<file path="src/logic/pulse_unit_map.vh">
// register offsets, field positions and reset values of the pulse output unit
`ifndef PULSE_UNIT_MAP_VH
`define PULSE_UNIT_MAP_VH
`define OFS_ROUTE 12'h000
`define OFS_ENABLE 12'h004
`define OFS_CONFIG 12'h008
`define OFS_COUNT 12'h00c
`define OFS_STAGE_PERIOD 12'h010
`define OFS_STAGE_HIGH 12'h014
`define OFS_COMMIT 12'h018
`define OFS_STOP 12'h01c
`define OFS_STANDBY 12'h020
`define OFS_STATUS 12'h024
`define OFS_DELAY 12'h028
`define CFG_TAKEOVER_BIT 0
`define CFG_COUNTED_BIT 1
`define CFG_STOP_NOW_BIT 2
`define CFG_START_LEVEL_BIT 3
`define CFG_POLARITY_BIT 4
`define RST_CONFIG 5'h00
`define RST_COUNT 32'h00000001
`define TICK_NS 25
`define CLK_NS 10
`endif

</file>
<file path="src/logic/pulse_output_unit.v">
// single-channel latched pulse-width output unit with apb register access
//
// Decided for this implementation: the APB slave port and the address map.
`timescale 1ns/1ps
`include "pulse_unit_map.vh"
module pulse_output_unit #(
    parameter CNT_W = 32
) (
    input wire pclk,
    input wire presetn,
    input wire psel,
    input wire penable,
    input wire pwrite,
    input wire [11:0] paddr,
    input wire [31:0] pwdata,
    output reg [31:0] prdata,
    output reg pready,
    output reg pslverr,
    input wire digital_out_value,
    output reg pin_out
);
    // a tick never runs short: 2.5 clocks round up to 3
    localparam integer TICK_DIV_I = `TICK_NS / `CLK_NS + ((`TICK_NS % `CLK_NS) != 0 ? 1 : 0);
    localparam [3:0] TICK_DIV = TICK_DIV_I[3:0];
    localparam [1:0] ST_IDLE = 2'd0;
    localparam [1:0] ST_DELAY = 2'd1;
    localparam [1:0] ST_RUN = 2'd2;

    reg route_reg;
    reg enable_reg;
    reg [4:0] config_reg;
    reg [CNT_W-1:0] count_reg;
    reg [CNT_W-1:0] stage_period_reg;
    reg [CNT_W-1:0] stage_high_reg;
    reg committed_reg;
    reg standby_reg;
    reg [CNT_W-1:0] delay_reg;
    reg [CNT_W-1:0] act_period_reg;
    reg [CNT_W-1:0] act_high_reg;
    reg pending_reg;
    reg [1:0] state_reg;
    reg [3:0] div_reg;
    reg [CNT_W-1:0] tick_reg;
    reg [CNT_W-1:0] periods_reg;
    reg stop_req_reg;

    wire wr = psel && penable && pwrite;
    wire rd_setup = psel && !penable && !pwrite;
    wire tick = (div_reg == TICK_DIV - 4'd1);
    wire period_end = tick && (tick_reg >= act_period_reg - {{(CNT_W-1){1'b0}}, 1'b1});
    wire wr_commit = wr && paddr == `OFS_COMMIT && pwdata[0];
    wire wr_stop = wr && paddr == `OFS_STOP && pwdata[0];
    wire wr_enable = wr && paddr == `OFS_ENABLE;
    wire counted = config_reg[`CFG_COUNTED_BIT];
    wire last_period = counted && (periods_reg + {{(CNT_W-1){1'b0}}, 1'b1} >= count_reg);
    wire first_half = tick_reg < act_high_reg;
    wire active_level = config_reg[`CFG_START_LEVEL_BIT] ^ ~config_reg[`CFG_POLARITY_BIT] ? first_half : ~first_half;

    function mapped;
        input [11:0] a;
        begin
            mapped = (a[1:0] == 2'b00) && (a <= `OFS_DELAY);
        end
    endfunction

    // apb slave, zero wait states
    always @(posedge pclk or negedge presetn) begin
        if (!presetn) begin
            route_reg <= 1'b0;
            enable_reg <= 1'b0;
            config_reg <= `RST_CONFIG;
            count_reg <= `RST_COUNT;
            stage_period_reg <= {CNT_W{1'b0}};
            stage_high_reg <= {CNT_W{1'b0}};
            standby_reg <= 1'b0;
            delay_reg <= {CNT_W{1'b0}};
            prdata <= 32'h00000000;
            pready <= 1'b0;
            pslverr <= 1'b0;
        end else begin
            pready <= psel && !penable;
            pslverr <= psel && !penable && !mapped(paddr);
            if (wr) begin
                case (paddr)
                    `OFS_ROUTE: route_reg <= pwdata[0];
                    `OFS_ENABLE: enable_reg <= pwdata[0];
                    `OFS_CONFIG: config_reg <= pwdata[4:0];
                    `OFS_COUNT: count_reg <= pwdata[CNT_W-1:0];
                    `OFS_STAGE_PERIOD: stage_period_reg <= pwdata[CNT_W-1:0];
                    `OFS_STAGE_HIGH: stage_high_reg <= pwdata[CNT_W-1:0];
                    `OFS_STANDBY: standby_reg <= pwdata[0];
                    `OFS_DELAY: delay_reg <= pwdata[CNT_W-1:0];
                    default: ;
                endcase
            end
            // unless that cycle writes enable 1, a finished run or stop clears enable so status and enable agree
            if (state_reg != ST_IDLE && !(wr_enable && pwdata[0]) &&
                    (wr_stop || (stop_req_reg && period_end) || (period_end && last_period))) begin
                enable_reg <= 1'b0;
            end
            if (rd_setup) begin
                case (paddr)
                    `OFS_ROUTE: prdata <= {31'h0, route_reg};
                    `OFS_ENABLE: prdata <= {31'h0, enable_reg};
                    `OFS_CONFIG: prdata <= {27'h0, config_reg};
                    `OFS_COUNT: prdata <= count_reg;
                    `OFS_STAGE_PERIOD: prdata <= stage_period_reg;
                    `OFS_STAGE_HIGH: prdata <= stage_high_reg;
                    `OFS_STANDBY: prdata <= {31'h0, standby_reg};
                    `OFS_STATUS: prdata <= {31'h0, state_reg != ST_IDLE};
                    `OFS_DELAY: prdata <= delay_reg;
                    default: prdata <= 32'h00000000;
                endcase
            end
        end
    end

    // generator
    always @(posedge pclk or negedge presetn) begin
        if (!presetn) begin
            act_period_reg <= {CNT_W{1'b0}};
            act_high_reg <= {CNT_W{1'b0}};
            committed_reg <= 1'b0;
            pending_reg <= 1'b0;
            state_reg <= ST_IDLE;
            div_reg <= 4'h0;
            tick_reg <= {CNT_W{1'b0}};
            periods_reg <= {CNT_W{1'b0}};
            stop_req_reg <= 1'b0;
            pin_out <= 1'b0;
        end else begin
            div_reg <= (state_reg == ST_IDLE || tick) ? 4'h0 : div_reg + 4'h1;
            if (wr_commit) begin
                committed_reg <= 1'b1;
                if (config_reg[`CFG_TAKEOVER_BIT] || state_reg != ST_RUN) begin
                    act_period_reg <= stage_period_reg;
                    act_high_reg <= stage_high_reg;
                    pending_reg <= 1'b0;
                end else begin
                    pending_reg <= 1'b1;
                end
            end else if (pending_reg && period_end) begin
                act_period_reg <= stage_period_reg;
                act_high_reg <= stage_high_reg;
                pending_reg <= 1'b0;
            end
            case (state_reg)
                ST_IDLE: begin
                    stop_req_reg <= 1'b0;
                    tick_reg <= {CNT_W{1'b0}};
                    periods_reg <= {CNT_W{1'b0}};
                    if (wr_enable && pwdata[0] && !wr_stop) begin
                        state_reg <= ST_DELAY;
                    end
                end
                ST_DELAY: begin
                    if (wr_stop || (wr_enable && !pwdata[0])) begin
                        state_reg <= ST_IDLE;
                    end else if (tick_reg >= delay_reg) begin
                        tick_reg <= {CNT_W{1'b0}};
                        if (committed_reg) begin
                            state_reg <= ST_RUN;
                        end
                    end else if (tick) begin
                        tick_reg <= tick_reg + {{(CNT_W-1){1'b0}}, 1'b1};
                    end
                end
                ST_RUN: begin
                    if (wr_enable && !pwdata[0]) begin
                        if (config_reg[`CFG_STOP_NOW_BIT]) begin
                            state_reg <= ST_IDLE;
                        end else begin
                            stop_req_reg <= 1'b1;
                        end
                    end
                    if (wr_stop) begin
                        state_reg <= ST_IDLE;
                    end else if (period_end) begin
                        tick_reg <= {CNT_W{1'b0}};
                        periods_reg <= periods_reg + {{(CNT_W-1){1'b0}}, 1'b1};
                        if (stop_req_reg || last_period) begin
                            state_reg <= ST_IDLE;
                        end
                    end else if (tick) begin
                        tick_reg <= tick_reg + {{(CNT_W-1){1'b0}}, 1'b1};
                    end
                end
                default: state_reg <= ST_IDLE;
            endcase
            if (!route_reg) begin
                pin_out <= digital_out_value;
            end else if (state_reg == ST_RUN) begin
                pin_out <= active_level;
            end else begin
                pin_out <= standby_reg;
            end
        end
    end
endmodule

</file>
<file path="config.mk">
export PLATFORM = sky130hd
export DESIGN_NAME = pulse_output_unit
export DESIGN_NICKNAME = d
export VERILOG_FILES = /design/src/logic/pulse_output_unit.v
export VERILOG_INCLUDE_DIRS = /design/src /design/src/logic
export SDC_FILE = /design/constraint.sdc
export NUM_CORES = 1
export LEC_CHECK = 0
export BUFFER_PORTS_ARGS = -buffer_cell sky130_fd_sc_hd__buf_2
export CAP_MARGIN = 10
export CORE_ASPECT_RATIO = 0.75
export CORE_MARGIN = 2
export CORE_UTILIZATION = 60
export CTS_BUF_LIST = sky130_fd_sc_hd__clkbuf_4 sky130_fd_sc_hd__clkbuf_8 sky130_fd_sc_hd__clkbuf_16
export CTS_CLUSTER_DIAMETER = 80
export CTS_CLUSTER_SIZE = 12
export DETAILED_ROUTE_END_ITERATION = 8
export PLACE_DENSITY_LB_ADDON = 0.25
export SLEW_MARGIN = 5
export SYNTH_ARGS = -nofsm -noshare
export SYNTH_HDL_FRONTEND = slang
export SYNTH_SLANG_ARGS = --single-unit
</file>
<file path="constraint.sdc">
create_clock -name pclk -period 5.5 [get_ports pclk]
set_input_delay 0.55 -clock pclk [delete_from_list [all_inputs] [get_ports pclk]]
set_output_delay 0.55 -clock pclk [all_outputs]
set_load 0.1 [all_outputs]
</file>
==> impl_metrics.py <==
metrics = {
    "timing": {
        "slew_headroom": 0.1788,
        "worst_pin_slew_ns": 1.229,
        "finalMaxSlewViolations": 0,
        "hold_viol_final": 0,
        "layout_worst_path_cycle_share": 0.9349,
        "clock_skew_ns": 0.01847,
        "clock.fmax_mhz": 194.5,
        "setup_viol": 0,
        "rsz0062_at_grt": "no",
        "tns_ns": 0,
        "layout_min_cycle_time_ns": 5.142,
    },
    "drt": {
        "drc": 6,
        "wl_met3_um": 4174,
        "finalWirelength_um": 46390,
        "vias_per_cell": 6.375,
        "wl_met2_um": 19950,
        "vias": 13430,
        "firstDrtPassIters": 9,
        "drt-met1-wl_um": 21130,
        "first_iter_violations": 1650,
        "maxUsedRoutingLayer": "met4",
        "ant_nets": 0,
        "wl_per_cell_um": 22.02,
    },
    "die": {
        "initial_core_util": 0.6136,
        "placementRows": 53,
        "core_area_um2": 28180,
        "die_x_um": 200.0,
        "io_pins": 85,
        "die_area_um2": 30210,
        "dieHeight_um": 151.0,
    },
    "cells_and_area": {
        "diodes": 0,
        "multi_input_area_um2": 8843,
        "register_area_um2": 7709,
        "drive_gt1_frac": 0.1568,
        "layout.cells.most_common_list": "307 x dfrtp_1, 141 x nand2_1, 136 x ha_1, 113 x inv_1, 106 x mux2_2",
        "nNetsFinal": 1898,
        "n_fill_cell": 2206,
        "syn2layout_area_growth_pct": 9.051,
        "final_core_util": 0.6692,
        "final_common_cell": "dfrtp_1",
    },
    "synthesis": {
        "yosysUniqueCellTypes": 68,
        "ys_ff_latch": 308,
        "synth_area_um2": 17290,
        "synth_area_per_cell_um2": 10.44,
        "syn-instance-count": 1657,
        "postSynth.asyncResetShare": 1.000,
        "ys_seq_area_frac": 0.4457,
        "synth_warnings": 0,
        "synth_nets": 1843,
        "ys.flop_type": "dfrtp_1",
        "synth_edf_count": 0,
    },
    "critical_path": {
        "cp_max_fo": 64,
        "crit_path_top_delay_cell": "or4_1",
        "crit_chain": "nor3_1 -> nand4_1 -> nand2b_1 -> or4_1 -> nor2_1 -> nand2_1 -> xor2_1 -> ha_1 -> a211oi_1 -> nor2_1 -> or3b_2 -> a32o_1 -> a41o_1 -> a31o_4 -> mux2_1",
        "end_kind": "register",
        "r2r_end": "act_period_reg[14]",
        "cpMostUsedCell": "nor2_1",
        "start_kind": "register",
        "r2r-start": "act_period_reg[4]",
        "arrival_ns": 5.56,
        "cp.buffers_inverters": 0,
        "required_ns": 5.92,
        "critical_path.top_delay_family": "simple AND/OR/NAND/NOR gates",
        "worstSetupPathType": "register to register",
        "slowest_delay_ns": 0.59,
        "ff2ff_setup_slack_ns": 0.36,
        "rr_worst_depth": 15,
    },
    "global_routing": {
        "antenna_found_initial": 1,
        "grt_overflow_total": 0,
        "grt_pass1_wl_um": 73060,
        "grt_max_degree": 148,
        "grt_pass1_vias": 12780,
        "grt_util_all_layers": 0.3166,
    },
    "flow_run": {
        "maxCapViolCount": 0,
    },
    "clock_tree": {
        "cts.reportedPaths.clkPinSlew_ns": 0.06,
        "cts_hold_buf": 0,
        "cts_buffer_depth": 3,
        "cts_max_level": 1,
        "clk_latency_ns": 0.56,
        "cts_tree": "done",
        "cts_root_buf": "clkbuf_16",
        "cts.sinks": 308,
        "cts-buffers-inserted": 29,
    },
    "pwr": {
        "peakVddDrop_v": 0.0002691,
        "p_total_mw": 5.256,
        "powerDensity_nw_per_um2": 278.7,
        "leakage_nw": 9.367,
    },
    "outcome": {
        "violations": "DRC",
        "status": "finished with violations",
    },
    "place": {
        "place.gp.congestion": 0.9240,
        "dp_hpwl_um": 32820,
        "io_buffers": 84,
    },
    "hold_path": {
        "holdCritPathClass": "input pin to async pin",
    },
}
where the power goes:
group | switching, mW | leakage [nW] | internal [mW]
clock network | 0.844 | 0.422 | 1.05
logic | 0.798 | 4.89 | 0.189
registers | 0.0438 | 4.06 | 2.33
total | 1.69 | 9.37 | 3.57
metal layers:
layer / up-vias / GRT usage
li1: 6110 / -
met1: 6660 / 0.4758
met2: 577 / 0.4641
met3: 85 / 0.07081
met4: 0 / 0.08037
met5: - / 0
stage by stage:
step           cell area [um2]  hold WS (ns)  setup slack (ns)  std cells
2_1_floorplan            17290        0.2544             1.073       1657
3_3_place_gp             18010        0.4517            0.4639       2066
3_5_place_dp             18010        0.4572            0.3180       2066
4_1_cts                  18850       0.06864            0.2636       2107
5_1_grt                  18860        0.1004           0.03501       2107
6_report                 18860       0.04159            0.3581       2107
logic make-up after synthesis:
family,Yosys count,synth area share
AO/OA/AOI/OAI,271,0.1095
XOR/XNOR,90,0.04558
multiplexers,174,0.1129
flip-flops,308,0.4457
AND/OR/NAND/NOR,489,0.1422
adder cells (fa/ha/maj),136,0.09839
buffers and inverters,189,0.04565
synthesized netlist by cell type (4+ instances only):
master / instances / area [um2]
xor2_1: 39 / 341.6
nand3_1: 61 / 305.3
xnor2_1: 51 / 446.7
a221o_1: 11 / 110.1
buf_6: 10 / 112.6
nand4_1: 42 / 262.8
o21ai_0: 69 / 345.3
and4_1: 9 / 78.83
a211oi_1: 12 / 90.09
clkbuf_1: 51 / 191.4
nor4_1: 13 / 81.33
and2_1: 6 / 37.54
or4_1: 4 / 30.03
nor2b_1: 7 / 43.79
inv_1: 113 / 424.2
and3_1: 16 / 100.1
mux2i_1: 5 / 50.05
nand2b_1: 8 / 50.05
nor2_1: 80 / 300.3
mux2_2: 106 / 1194
a22oi_1: 4 / 30.03
ha_1: 136 / 1702
a222oi_1: 32 / 320.3
dfrtp_1: 307 / 7682
o31ai_1: 5 / 37.54
nand2_1: 141 / 529.3
a31oi_1: 25 / 156.4
or3_1: 6 / 37.54
o211ai_1: 7 / 52.55
o21a_1: 20 / 150.1
a21o_1: 27 / 202.7
buf_2: 4 / 20.02
nand3b_1: 6 / 45.04
buf_1: 11 / 41.29
nand4b_1: 4 / 35.03
a21oi_1: 33 / 165.2
nor3_1: 65 / 325.3
mux2_1: 63 / 709.4
timing repair:
item	4_1_cts	5_1_grt
buffers inserted	0	0
endpoints found under the setup margin	0	104
resized for setup	0	2
cell type report:
cell class,count,area share
inverter,113,0.02249
multi-input combinational,1160,0.4689
sequential,308,0.4087
tap,385,0.02554
clock inverter,1,0.001592
timing repair buffer,100,0.02985
clock buffer,40,0.04286
worst reg2reg max path, stage by stage (launching register included):
cell and delay (ns):
dfrtp_1 0.41, nor3_1 0.42, nand4_1 0.23, nand2b_1 0.30, or4_1 0.60, nor2_1 0.24, nand2_1 0.09, xor2_1 0.15
ha_1 0.20, a211oi_1 0.24, nor2_1 0.10, or3b_2 0.46, a32o_1 0.27, a41o_1 0.25, a31o_4 0.55, mux2_1 0.50
how the worst max path moves through the flow:
stage                              end              start  cells past startpoint  slack, ns
finish              act_period_reg[14]  act_period_reg[4]                     15       0.36
global route        act_period_reg[14]  act_period_reg[4]                     15       0.04
CTS                        tick_reg[6]  act_period_reg[4]                     15       0.26
detailed placement  act_period_reg[18]  act_period_reg[4]                     15       0.32
global placement      act_high_reg[15]  act_period_reg[4]                     15       0.46
floorplan             act_high_reg[10]  act_period_reg[4]                     17       1.07
Note: power is estimated with default switching activity, not from simulation.
